<file path="config.mk">
export PLATFORM = sky130hd
export DESIGN_NAME = lsr_ctrl
export DESIGN_NICKNAME = d
export VERILOG_FILES = /design/src/lsr_pkg.sv /design/src/lsr_timer.sv /design/src/lsr_ctrl.sv
export VERILOG_INCLUDE_DIRS = /design/src /design/src/src
export SDC_FILE = /design/constraint.sdc
export NUM_CORES = 1
export LEC_CHECK = 0
export BUFFER_PORTS_ARGS = -buffer_cell sky130_fd_sc_hd__buf_2
export CORE_MARGIN = 2
export CORE_UTILIZATION = 45
export DETAILED_ROUTE_END_ITERATION = 16
export GPL_TIMING_DRIVEN = 0
export MAX_ROUTING_LAYER = met4
export PLACE_DENSITY = 0.68
export RECOVER_POWER = 25
export SETUP_SLACK_MARGIN = 0.05
export SYNTH_ARGS = -nofsm -noshare
export SYNTH_HDL_FRONTEND = slang
export SYNTH_HIERARCHICAL = 1
export SYNTH_SLANG_ARGS = --single-unit
export TNS_END_PERCENT = 20
</file>
<file path="constraint.sdc">
create_clock -name sys_clk_in -period 3.4 [get_ports sys_clk_in]
set_input_delay 0.51 -clock sys_clk_in [delete_from_list [all_inputs] [get_ports sys_clk_in]]
set_output_delay 0.51 -clock sys_clk_in [all_outputs]
set_load 0.03 [all_outputs]
</file>
<file path="src/lsr_cfg.svh">
// Constants of the laser safety restart controller: timing, modes, registers.
// Assumes a 10 MHz system clock and one 1 ms tick as the slow timebase.
`ifndef LSR_CFG_SVH
`define LSR_CFG_SVH
// ----------------------------------------------------------------------------
// Timebase.
// ----------------------------------------------------------------------------
`define LSR_CLK_HZ 10000000
`define LSR_TICK_MS 1
`define LSR_TICK_CYC ((`LSR_CLK_HZ / 1000) * `LSR_TICK_MS)
`define LSR_SC_PULSE_MS 2000
`define LSR_AMP_PULSE_MS 9000
`define LSR_WAIT_MS 100000
`define LSR_SHUT_MAX_MS 3000
// ----------------------------------------------------------------------------
// Register byte offsets.
// ----------------------------------------------------------------------------
`define LSR_A_CTRL 12'h000
`define LSR_A_CMD 12'h004
`define LSR_A_STAT 12'h008
`define LSR_A_IRQ_ST 12'h00c
`define LSR_A_IRQ_EN 12'h010
`define LSR_A_IRQ_CLR 12'h014
// ----------------------------------------------------------------------------
// Fields.
// ----------------------------------------------------------------------------
`define LSR_MODE_DIS 2'h0
`define LSR_MODE_AUTO 2'h1
`define LSR_MODE_MAN 2'h2
`define LSR_MODE_TEST 2'h3
`define LSR_CMD_RESTART 0
`define LSR_IRQ_SHUT 0
`define LSR_IRQ_CONTACT 1
`define LSR_IRQ_NORMAL 2
`define LSR_IRQ_RETRY 3
`define LSR_IRQ_W 4
`endif

</file>
<file path="src/lsr_pkg.sv">
// Types shared by the laser safety restart controller files.
// Assumes lsr_cfg.svh for the numeric constants.
`default_nettype none
package lsr_pkg;
   // Controller states of the shutdown and restart sequence.
   typedef enum logic [2:0] {
      LSR_NORMAL,
      LSR_SHUT,
      LSR_HOLD,
      LSR_SC_PULSE,
      LSR_SC_WAIT,
      LSR_AMP_PULSE,
      LSR_AMP_WAIT
   } lsr_state_t;
endpackage
`default_nettype wire

</file>
<file path="src/lsr_timer.sv">
// Millisecond timer used by the restart controller.
// Assumes a one-cycle tick enable from the parent's divider.
`timescale 1ns/1ps
`default_nettype none
module lsr_timer #(
   parameter int W = 17
) (
   input wire logic sys_clk_in,
   input wire logic rst_in,
   input wire logic clear_in,
   input wire logic tick_in,
   output logic [W-1:0] ms_out
);
   // ----------------------------------------------------------------------------
   // Counter.
   // ----------------------------------------------------------------------------
   // Clear wins over a tick so each state starts counting from zero.
   always_ff @(posedge sys_clk_in or posedge rst_in) begin
      if (rst_in) begin
         ms_out <= '0;
      end else if (clear_in) begin
         ms_out <= '0;
      end else if (tick_in && ms_out != {W{1'b1}}) begin
         ms_out <= ms_out + 1'b1;
      end
   end
endmodule
`default_nettype wire

</file>
<file path="src/lsr_ctrl.sv">
// Laser safety shutdown and restart controller with an APB register slave.
// Assumes synchronous loss indications and a peer that answers restart pulses.
//
// Local design decisions: the register addresses and the APB slave port.
`timescale 1ns/1ps
`default_nettype none
`include "lsr_cfg.svh"
module lsr_ctrl #(
   parameter bit PORT_VARIANT = 1'b0,
   parameter int TICK_CYC = `LSR_TICK_CYC,
   parameter int SC_PULSE_MS = `LSR_SC_PULSE_MS,
   parameter int AMP_PULSE_MS = `LSR_AMP_PULSE_MS,
   parameter int WAIT_MS = `LSR_WAIT_MS
) (
   input wire logic sys_clk_in,
   input wire logic rst_in,
   input wire logic psel_in,
   input wire logic penable_in,
   input wire logic pwrite_in,
   input wire logic [11:0] paddr_in,
   input wire logic [31:0] pwdata_in,
   output logic [31:0] prdata_out,
   output logic pready_out,
   output logic pslverr_out,
   input wire logic overhead_light_loss_in,
   input wire logic payload_light_loss_in,
   output logic service_channel_tx_en_out,
   output logic service_channel_low_power_out,
   output logic amp_en_out,
   output logic restart_power_reduction_out,
   output logic irq_out
);
   // ----------------------------------------------------------------------------
   // Declarations.
   // ----------------------------------------------------------------------------
   localparam int TW = 17; // Wide enough for the 100 s wait in ms.
   logic [1:0] mode_r; // Provisioned mode.
   logic restart_cmd; // One-cycle restart command from software.
   lsr_pkg::lsr_state_t state_r, state_nxt; // Sequencer state.
   logic [$clog2(TICK_CYC+1)-1:0] div_r; // Timebase divider.
   logic tick_r; // One-cycle 1 ms enable.
   logic [TW-1:0] ms; // Time in current state.
   logic state_chg; // Restarts the timer.
   logic loss; // Combined loss of light.
   logic [TW-1:0] ans_ms_r; // Width of the peer's current answer pulse.
   logic ans_prev_r; // Last sampled answer level.
   logic answer_done; // Answer of enough width just ended.
   logic [TW-1:0] need_ms; // Answer width required in this state.
   logic [`LSR_IRQ_W-1:0] irq_st_r, irq_en_r, irq_set; // Interrupt registers.
   logic apb_wr, apb_rd; // Access-phase strobes.

   assign loss = overhead_light_loss_in & payload_light_loss_in;
   assign apb_wr = psel_in & penable_in & pwrite_in;
   assign apb_rd = psel_in & penable_in & ~pwrite_in;
   assign restart_cmd = apb_wr && paddr_in == `LSR_A_CMD && pwdata_in[`LSR_CMD_RESTART];

   // ----------------------------------------------------------------------------
   // Timebase.
   // ----------------------------------------------------------------------------
   // A divider makes the 1 ms enable; all protocol times count in ms.
   always_ff @(posedge sys_clk_in or posedge rst_in) begin
      if (rst_in) begin
         div_r <= '0;
         tick_r <= 1'b0;
      end else if (div_r == ($clog2(TICK_CYC+1))'(TICK_CYC - 1)) begin
         div_r <= '0;
         tick_r <= 1'b1;
      end else begin
         div_r <= div_r + 1'b1;
         tick_r <= 1'b0;
      end
   end

   lsr_timer #(.W(TW)) u_timer (
      .sys_clk_in(sys_clk_in),
      .rst_in(rst_in),
      .clear_in(state_chg),
      .tick_in(tick_r),
      .ms_out(ms)
   );

   // ----------------------------------------------------------------------------
   // Peer answer pulse measurement.
   // ----------------------------------------------------------------------------
   // The peer's answer shows as light returning on either path; we measure how
   // long it stays and accept it on its falling edge if wide enough.
   always_ff @(posedge sys_clk_in or posedge rst_in) begin
      if (rst_in) begin
         ans_ms_r <= '0;
         ans_prev_r <= 1'b0;
      end else begin
         ans_prev_r <= ~loss;
         if (loss) begin
            ans_ms_r <= '0;
         end else if (tick_r && ans_ms_r != {TW{1'b1}}) begin
            ans_ms_r <= ans_ms_r + 1'b1;
         end
      end
   end
   assign need_ms = (state_r == lsr_pkg::LSR_AMP_WAIT) ? TW'(AMP_PULSE_MS) : TW'(SC_PULSE_MS);
   assign answer_done = ans_prev_r & loss & (ans_ms_r >= need_ms);

   // ----------------------------------------------------------------------------
   // Sequencer.
   // ----------------------------------------------------------------------------
   // Next-state logic for shutdown, handshake and recovery.
   always_comb begin
      state_nxt = state_r;
      case (state_r)
         lsr_pkg::LSR_NORMAL: begin
            if (mode_r == `LSR_MODE_TEST && restart_cmd) begin
               state_nxt = lsr_pkg::LSR_SC_PULSE;
            end else if (mode_r != `LSR_MODE_DIS && loss) begin
               state_nxt = lsr_pkg::LSR_SHUT;
            end
         end
         lsr_pkg::LSR_SHUT: begin
            // Outputs are already off; decide how the restart begins.
            if (mode_r == `LSR_MODE_DIS) begin
               state_nxt = lsr_pkg::LSR_NORMAL;
            end else if (mode_r == `LSR_MODE_AUTO) begin
               state_nxt = lsr_pkg::LSR_SC_PULSE;
            end else begin
               state_nxt = lsr_pkg::LSR_HOLD;
            end
         end
         lsr_pkg::LSR_HOLD: begin
            if (restart_cmd) begin
               state_nxt = lsr_pkg::LSR_SC_PULSE;
            end else if (mode_r == `LSR_MODE_AUTO) begin
               state_nxt = lsr_pkg::LSR_SC_PULSE;
            end else if (mode_r == `LSR_MODE_DIS) begin
               state_nxt = lsr_pkg::LSR_NORMAL;
            end
         end
         lsr_pkg::LSR_SC_PULSE: begin
            if (ms >= TW'(SC_PULSE_MS)) begin
               state_nxt = lsr_pkg::LSR_SC_WAIT;
            end
         end
         lsr_pkg::LSR_SC_WAIT: begin
            if (answer_done) begin
               state_nxt = PORT_VARIANT ? lsr_pkg::LSR_NORMAL : lsr_pkg::LSR_AMP_PULSE;
            end else if (ms >= TW'(WAIT_MS)) begin
               state_nxt = lsr_pkg::LSR_SC_PULSE;
            end
         end
         lsr_pkg::LSR_AMP_PULSE: begin
            if (ms >= TW'(AMP_PULSE_MS)) begin
               state_nxt = lsr_pkg::LSR_AMP_WAIT;
            end
         end
         lsr_pkg::LSR_AMP_WAIT: begin
            if (answer_done) begin
               state_nxt = lsr_pkg::LSR_NORMAL;
            end else if (ms >= TW'(WAIT_MS)) begin
               state_nxt = lsr_pkg::LSR_SC_PULSE;
            end
         end
         default: begin
            state_nxt = lsr_pkg::LSR_SHUT;
         end
      endcase
   end
   assign state_chg = state_nxt != state_r;

   // State register.
   always_ff @(posedge sys_clk_in or posedge rst_in) begin
      if (rst_in) begin
         state_r <= lsr_pkg::LSR_NORMAL;
      end else begin
         state_r <= state_nxt;
      end
   end

   // ----------------------------------------------------------------------------
   // Optical outputs.
   // ----------------------------------------------------------------------------
   // Registered from the next state, so shutdown reaches the pins one cycle
   // after loss, far inside the three-second bound. Reduction is not a
   // register field: software cannot bypass it.
   always_ff @(posedge sys_clk_in or posedge rst_in) begin
      if (rst_in) begin
         service_channel_tx_en_out <= 1'b1;
         service_channel_low_power_out <= 1'b0;
         amp_en_out <= 1'b1;
         restart_power_reduction_out <= 1'b0;
      end else begin
         service_channel_tx_en_out <= state_nxt == lsr_pkg::LSR_NORMAL || state_nxt == lsr_pkg::LSR_SC_PULSE
            || state_nxt == lsr_pkg::LSR_AMP_PULSE || state_nxt == lsr_pkg::LSR_AMP_WAIT;
         service_channel_low_power_out <= state_nxt == lsr_pkg::LSR_SC_PULSE;
         amp_en_out <= state_nxt == lsr_pkg::LSR_NORMAL || state_nxt == lsr_pkg::LSR_AMP_PULSE;
         restart_power_reduction_out <= state_nxt == lsr_pkg::LSR_AMP_PULSE;
      end
   end

   // ----------------------------------------------------------------------------
   // Registers.
   // ----------------------------------------------------------------------------
   // Mode register; the port variant comes out of reset disabled.
   always_ff @(posedge sys_clk_in or posedge rst_in) begin
      if (rst_in) begin
         mode_r <= PORT_VARIANT ? `LSR_MODE_DIS : `LSR_MODE_AUTO;
      end else if (apb_wr && paddr_in == `LSR_A_CTRL) begin
         mode_r <= pwdata_in[1:0];
      end
   end

   // Interrupt events: shutdown, contact, normal power, retry.
   assign irq_set[`LSR_IRQ_SHUT] = state_chg && state_nxt == lsr_pkg::LSR_SHUT;
   assign irq_set[`LSR_IRQ_CONTACT] = state_r == lsr_pkg::LSR_SC_WAIT && answer_done;
   assign irq_set[`LSR_IRQ_NORMAL] = state_r == lsr_pkg::LSR_AMP_WAIT && answer_done;
   assign irq_set[`LSR_IRQ_RETRY] = state_chg && state_nxt == lsr_pkg::LSR_SC_PULSE
      && (state_r == lsr_pkg::LSR_SC_WAIT || state_r == lsr_pkg::LSR_AMP_WAIT);

   // Sticky status: a set in the clearing cycle wins.
   always_ff @(posedge sys_clk_in or posedge rst_in) begin
      if (rst_in) begin
         irq_st_r <= '0;
      end else begin
         irq_st_r <= (irq_st_r & ~((apb_wr && paddr_in == `LSR_A_IRQ_CLR) ? pwdata_in[`LSR_IRQ_W-1:0]
            : {`LSR_IRQ_W{1'b0}})) | irq_set;
      end
   end

   // Interrupt enable register.
   always_ff @(posedge sys_clk_in or posedge rst_in) begin
      if (rst_in) begin
         irq_en_r <= '0;
      end else if (apb_wr && paddr_in == `LSR_A_IRQ_EN) begin
         irq_en_r <= pwdata_in[`LSR_IRQ_W-1:0];
      end
   end

   // Interrupt line, from a flip-flop.
   always_ff @(posedge sys_clk_in or posedge rst_in) begin
      if (rst_in) begin
         irq_out <= 1'b0;
      end else begin
         irq_out <= |(irq_st_r & irq_en_r);
      end
   end

   // APB slave: every access ends in its first access cycle (pready high).
   // Unmapped addresses answer with pslverr; reads of write-only words give 0.
   always_ff @(posedge sys_clk_in or posedge rst_in) begin
      if (rst_in) begin
         prdata_out <= '0;
         pready_out <= 1'b0;
         pslverr_out <= 1'b0;
      end else begin
         pready_out <= psel_in & ~penable_in;
         pslverr_out <= 1'b0;
         prdata_out <= '0;
         if (psel_in && !penable_in) begin
            case (paddr_in)
               `LSR_A_CTRL: prdata_out <= {30'h0, mode_r};
               `LSR_A_CMD: prdata_out <= '0;
               `LSR_A_STAT: prdata_out <= {29'h0, state_r};
               `LSR_A_IRQ_ST: prdata_out <= {28'h0, irq_st_r};
               `LSR_A_IRQ_EN: prdata_out <= {28'h0, irq_en_r};
               `LSR_A_IRQ_CLR: prdata_out <= '0;
               default: pslverr_out <= 1'b1;
            endcase
         end
      end
   end

   // ----------------------------------------------------------------------------
   // Assertions.
   // ----------------------------------------------------------------------------
   property p_dis_no_shut;
      @(posedge sys_clk_in) disable iff (rst_in)
      (mode_r == `LSR_MODE_DIS && state_r == lsr_pkg::LSR_NORMAL && !restart_cmd) |=> state_r == lsr_pkg::LSR_NORMAL;
   endproperty
   a_dis_no_shut: assert property (p_dis_no_shut) else $error("Disabled mode left normal state.");

   property p_shut;
      @(posedge sys_clk_in) disable iff (rst_in)
      (mode_r != `LSR_MODE_DIS && mode_r != `LSR_MODE_TEST && state_r == lsr_pkg::LSR_NORMAL && loss)
      |=> ##1 !amp_en_out;
   endproperty
   a_shut: assert property (p_shut) else $error("Amplifier not shut after loss.");

   property p_manual_hold;
      @(posedge sys_clk_in) disable iff (rst_in)
      (state_r == lsr_pkg::LSR_HOLD && mode_r == `LSR_MODE_MAN && !restart_cmd) |=> state_r == lsr_pkg::LSR_HOLD;
   endproperty
   a_manual_hold: assert property (p_manual_hold) else $error("Manual hold left without command.");

   property p_auto_restart;
      @(posedge sys_clk_in) disable iff (rst_in)
      (state_r == lsr_pkg::LSR_SHUT && mode_r == `LSR_MODE_AUTO) |=> state_r == lsr_pkg::LSR_SC_PULSE;
   endproperty
   a_auto_restart: assert property (p_auto_restart) else $error("Auto mode did not start handshake.");

   property p_reduce;
      @(posedge sys_clk_in) disable iff (rst_in)
      amp_en_out && state_r == lsr_pkg::LSR_AMP_PULSE |-> restart_power_reduction_out;
   endproperty
   a_reduce: assert property (p_reduce) else $error("Amplifier pulse without reduction.");

   property p_sc_pulse_end;
      @(posedge sys_clk_in) disable iff (rst_in)
      (state_r == lsr_pkg::LSR_SC_PULSE && ms >= TW'(SC_PULSE_MS)) |=> state_r == lsr_pkg::LSR_SC_WAIT;
   endproperty
   a_sc_pulse_end: assert property (p_sc_pulse_end) else $error("Service pulse overran.");

   property p_retry;
      @(posedge sys_clk_in) disable iff (rst_in)
      (state_r == lsr_pkg::LSR_SC_WAIT && ms >= TW'(WAIT_MS) && !answer_done) |=> state_r == lsr_pkg::LSR_SC_PULSE;
   endproperty
   a_retry: assert property (p_retry) else $error("No retry after wait window.");

   property p_amp_timeout;
      @(posedge sys_clk_in) disable iff (rst_in)
      (state_r == lsr_pkg::LSR_AMP_WAIT && ms >= TW'(WAIT_MS) && !answer_done) |=> state_r == lsr_pkg::LSR_SC_PULSE;
   endproperty
   a_amp_timeout: assert property (p_amp_timeout) else $error("No handshake restart after wait.");

   property p_normal;
      @(posedge sys_clk_in) disable iff (rst_in)
      (state_r == lsr_pkg::LSR_AMP_WAIT && answer_done) |=> ##1 (amp_en_out && !restart_power_reduction_out);
   endproperty
   a_normal: assert property (p_normal) else $error("Normal power not restored.");

   c_shut: cover property (@(posedge sys_clk_in) state_r == lsr_pkg::LSR_SHUT);
   c_contact: cover property (@(posedge sys_clk_in) state_r == lsr_pkg::LSR_AMP_PULSE);
   c_back: cover property (@(posedge sys_clk_in) state_r == lsr_pkg::LSR_AMP_WAIT ##1 state_r == lsr_pkg::LSR_NORMAL);
endmodule
`default_nettype wire

</file>
==> results.cfg, run 1 <==
[setup_path]
cp-end-kind = flip-flop
crit_fanout = 10
critPathKind = reg -> reg
start_kind = flip-flop
startpoint = state_r[0]$_DFF_PP0_
critical_path.top_delay_family = compound AO/OA/AOI/OAI gates
crit_chain = buf_6 > nand3b_4 > ha_1 > nand3_1 > nor4_2 > a21boi_4 > o32ai_1 > a21oi_2 > xnor2_1 > nand2_1 > buf_4 > clkbuf_1 > nor2_1
arrival_ps = 3190
cp_num_buf_inv = 3
rrSetupSlack_ps = 440
cpPeakStageDelay_ps = 370
worst-path-stages = 13
slowest_stage = dfrtp_1
regToRegStartpoint = state_r[0]$_DFF_PP0_
required_ps = 3630
ff2ff_path_depth = 13

[synth]
synth_warnings = 6
synth-async-reset-ratio_pct = 100
synth.largest_area_cell = dfrtp_1
ys_top_cells_by_count = dfrtp_1 (71), nor2_1 (57), nand2_1 (38)
synth_cells = 433
synthDistinctLibCells = 70
synth.most_common_cell = dfrtp_1
ys_ff_latch = 74
syn_area_um2 = 4230
yosys-top-cells-area = dfrtp_1 (42%), xor2_1 (6.6%), buf_4 (5.1%)
syn_avg_cell_area_um2 = 9.78
ys.flop_type = dfrtp_1
synth-seq-area-share_pct = 43.8
synth_top_area_share_pct = 42.0
synth_edf_count = 0

[finish]
fillCellCount = 882
final_nets = 562
diodes = 0
synthToLayoutAreaGrowth_pct = 14.9
final_cells = 619
drive_gt1_share_pct = 21.9
final_area_um2 = 4870
finish.utilization_pct = 52.9

[floorplan]
coreArea_um2 = 9200
die_height_um = 101
die_w_um = 101
rows = 35
dieArea_um2 = 10200
num_io_pins = 90
start_util_pct = 46.0

[placement]
place_inst = 603
post-dp-hpwl_mm = 5.82
dp_slack_ps = 384
port_buffers = 31
placed_area_um2 = 4650
globalplace.congestion = 0.808

[global_route]
antenna_found_initial = 0
grt_usage_pct = 17.4
grt_first_pass_wirelength_mm = 13.6
grt_max_degree = 44
grt_pass1_vias = 3020
grt_overflow = 0

[timing]
final-max-slew-violation-count = 44
grt_setup_unrepaired = no
finalSetupViolations = 0
worst_clock_skew_ps = 10.7
period_needed_ps = 2960
timing.fmax_mhz = 338
fin_crit_sh_pct = 87.1
max_slew.worst_pin.slew_ps = 1950
hold_viol_final = 0
relSlewSlack_pct = -29.7
hold-worst-slack_ps = 186
postLayoutSetupSlackWorst_ps = 438
finalSetupTns_ps = 0

[clock_tree]
clk_pin_slew_worst_paths_ps = 80
post_cts_buffers = 0
cts_buffer_depth = 2
clk_latency_ps = 360
cts_root_buf = clkbuf_8
post_cts_resized = 0
numCtsBuffers = 9
cts_tree = yes
htree_levels = 3
cts_sinks = 74
cts-hold-fix-buffers = 0

[pwr]
power.density_nw_per_um2 = 420
total_power_mw = 2.04
p_leak_nw = 2.34
vdd_drop_max_uv = 205

[drt]
ant_nets = 0
drc_errors = 0
first_iter_violations = 141
first_pass_iters = 4
wl_per_cell_um = 13.1
vias = 3180
wl_mm = 8.09
vias_per_cell = 5.14

[run]
maxCapViolCount = 1

[run_status]
status = finished with violations
violations = capacitance limit, slew limit

[min_path]
hold_path_class = in -> async
## cell type report
| type | count | area [um^2] | share of cell area, % |
|---|---|---|---|
| clock buffer | 9 | 124 | 2.55 |
| buffer | 43 | 305 | 6.27 |
| multi-input combinational | 331 | 2130 | 43.8 |
| sequential | 74 | 1860 | 38.1 |
| tap | 111 | 139 | 2.85 |
| clock inverter | 7 | 101 | 2.08 |
| timing repair buffer | 32 | 166 | 3.42 |
| inverter | 12 | 45.0 | 0.926 |
## cell usage in the layout (no fill, tap or decap), drive strengths merged, types with 3 or more instances in the layout
cell,synthesis,layout
and4,3,3
a21oi,9,9
nor2,58,58
or3,7,7
mux2,6,6
ha,8,8
a31oi,3,3
inv,12,13
nor3,7,7
nand4,20,20
dfstp,3,3
nor2b,5,5
o211ai,3,3
mux2i,9,9
nor4,8,8
and2,6,6
xor2,33,33
o21ai,10,10
xnor2,8,8
nand3,21,21
nand2,38,38
o21a,3,3
buf,31,61
conb,1,28
and3,4,4
a22o,4,4
dfrtp,71,71
and4b,3,3
clkbuf,12,22
## flip-flops by register name (all words and copies together), names as in the netlist, 2 cells and up
| name | count |
|---|---|
| u_timer/ms_out | 17 |
| mode_r | 2 |
| state_r | 3 |
| irq_en_r | 4 |
| div_r | 14 |
| irq_st_r | 4 |
| ans_ms_r | 17 |
| prdata_out | 4 |
## worst register-to-register path: cells and delay by family, from the launching register on
kind | cells | cell delay (ps)
buffers and inverters | 3 | 650
DFF | 1 | 370
AOI/OAI and AO/OA | 3 | 730
xor gates and xnor gates | 1 | 100
adders and majority gates | 1 | 340
and+or+nand+nor | 5 | 630
## report_power, final
part | switching, mW | total, mW | internal (mW)
clock | 0.359 | 0.777 | 0.418
sequential | 0.0267 | 0.950 | 0.923
combinational | 0.199 | 0.314 | 0.115
## kinds of logic after synthesis
logic type	synth area share [%]
AND/OR/NAND/NOR	23.7
flip-flops	43.8
buffers and inverters	8.27
AO/OA/AOI/OAI	9.37
XOR/XNOR	8.66
multiplexers	3.72
adder cells (fa/ha/maj)	2.36
other	0.0886
## worst paths after layout
| kind | endpoint |
|---|---|
| worst max-delay path | u_timer/ms_out[12]$_DFFE_PP0P_ |
| worst min register to register | div_r[0]$_DFF_PP0_ |
| max in group asynchronous | mode_r[1]$_DFFE_PP0P_ |
| worst max register to register | u_timer/ms_out[12]$_DFFE_PP0P_ |
| worst min-delay path | div_r[1]$_DFF_PP0_ |
| min in group sys_clk_in | irq_en_r[2]$_DFFE_PP0P_ |
## layer usage
metal | vias up | wire, um | GRT usage [%] | share of wire (%)
met2 | 68 | 3800 | 27.2 | 47
met1 | 1510 | 3800 | 21.9 | 47
met4 | 0 | 123 | 5.72 | 1.5
met3 | 12 | 372 | 4.85 | 4.6
met5 | - | 0 | - | 0
li1 | 1590 | - | - | -
No activity file was read; power rests on OpenSTA's default activity.
==> inputs of run 2 (changes only) <==
--- a/config.mk
+++ b/config.mk
@@ -11,7 +11,6 @@
 export CORE_UTILIZATION = 45
 export DETAILED_ROUTE_END_ITERATION = 16
 export GPL_TIMING_DRIVEN = 0
-export MAX_ROUTING_LAYER = met4
 export PLACE_DENSITY = 0.68
 export RECOVER_POWER = 25
 export SETUP_SLACK_MARGIN = 0.05
==> results.cfg, run 2 (synthesized netlist as in run 1, its figures left out) <==
[run_status]
status = finished with violations
violations = capacitance limit, slew limit

[drt]
first_pass_iters = 4
drc_errors = 0
wl_per_cell_um = 13.1
ant_nets = 0
first_iter_violations = 142
vias_per_cell = 5.14
wl_mm = 8.08
vias = 3181

[placement]
globalplace.congestion = 0.797
dp_slack_ps = 384
placed_area_um2 = 4650
port_buffers = 31
post-dp-hpwl_mm = 5.82

[setup_path]
crit_fanout = 10
cp-end-kind = flip-flop
start_kind = flip-flop
critPathKind = reg -> reg
arrival_ps = 3200
required_ps = 3630

[run]
maxCapViolCount = 1

[min_path]
hold_path_class = in -> async

[finish]
drive_gt1_share_pct = 21.9
final_area_um2 = 4870
top_regs = ans_ms_r x17, u_timer/ms_out x17, div_r x14
synthToLayoutAreaGrowth_pct = 14.9
layout_commonest_cell = dfrtp_1
layout_common_cells = dfrtp_1 (71), nor2_1 (57), nand2_1 (38), xor2_1 (32), buf_2 (30)
finish.utilization_pct = 52.9
diodes = 0
final_nets = 562

[global_route]
grt_usage_pct = 16.9
grt_first_pass_wirelength_mm = 13.6
grt_overflow = 0
antenna_found_initial = 0
grt_max_degree = 44
grt_pass1_vias = 3014

[clock_tree]
htree_levels = 3
cts_sinks = 74
clk_latency_ps = 360
cts_tree = yes
cts_buffer_depth = 2
post_cts_buffers = 0
post_cts_resized = 0
cts_root_buf = clkbuf_8
cts-hold-fix-buffers = 0
clk_pin_slew_worst_paths_ps = 80
numCtsBuffers = 9

[floorplan]
die_height_um = 101
dieArea_um2 = 10200
num_io_pins = 90
die_w_um = 101
start_util_pct = 46.0
coreArea_um2 = 9200
rows = 35

[timing]
worst_clock_skew_ps = 10.6
period_needed_ps = 2970
finalSetupViolations = 0
finalSetupTns_ps = 0
max_slew.worst_pin.slew_ps = 1940
relSlewSlack_pct = -29.3
hold_viol_final = 0
timing.fmax_mhz = 337
grt_setup_unrepaired = no
final-max-slew-violation-count = 44
fin_crit_sh_pct = 87.3
postLayoutSetupSlackWorst_ps = 431

[pwr]
power.density_nw_per_um2 = 419
vdd_drop_max_uv = 205
total_power_mw = 2.04
p_leak_nw = 2.34
-- run 2: cell counts in the layout (fill, tap and decap cells not counted) --
No cell type changed its count.
-- run 2: final timing paths --
path                                 startpoint                             to  slack, ps  cells past startpoint
min                                      rst_in             div_r[1]$_DFF_PP0_        180                      2
min in group sys_clk_in            pwdata_in[2]        irq_en_r[2]$_DFFE_PP0P_        410                      2
max                        state_r[0]$_DFF_PP0_  u_timer/ms_out[2]$_DFFE_PP0P_        430                     13
min reg2reg                  div_r[0]$_DFF_PP0_             div_r[0]$_DFF_PP0_        490                      1
max reg2reg                state_r[0]$_DFF_PP0_  u_timer/ms_out[2]$_DFFE_PP0P_        430                     13
max in group asynchronous                rst_in          mode_r[1]$_DFFE_PP0P_        900                      3
-- run 2: layout make-up --
type                    instances  area [um^2]
clock inverters                 7          101
plain buffers                  43          305
flip-flops and latches         74         1860
well taps                     111          139
fillers                       882         4330
clock buffers                   9          124
repair buffers                 32          166
multi-input cells             331         2130
inverters                      12         45.0
-- run 2: report_power, final --
part | internal (mW) | switching (mW)
sequential | 0.923 | 0.0264
combinational | 0.115 | 0.199
clock | 0.418 | 0.358
total | 1.46 | 0.584
-- run 2: stage by stage --
| stage | cells | hold WS, ps |
|---|---|---|
| after CTS | 619 | 99.9 |
| after global placement | 602 | 471 |
| after floorplan | 460 | 436 |
| final | 619 | 185 |
| after global routing | 619 | 222 |
| after detailed placement | 603 | 488 |
-- run 2: worst max-delay path, cell delays in order, from the launching register on --
cell and delay (ps):
dfrtp_1 370, buf_6 130, nand3b_4 200, ha_1 340, nand3_1 90, nor4_2 160, a21boi_4 280, o32ai_1 140
a21oi_2 310, xnor2_1 100, nand2_1 80, buf_4 160, clkbuf_1 360, nor2_1 100
-- run 2: metal layers --
metal  vias to the layer above  track usage, %  part of all wire (%)
met1                      1508            21.9                    47
met2                        71            27.2                    47
met4                         0            5.72                   1.5
li1                       1590               -                     -
met3                        12            4.85                   4.9
met5                         -               0                     0
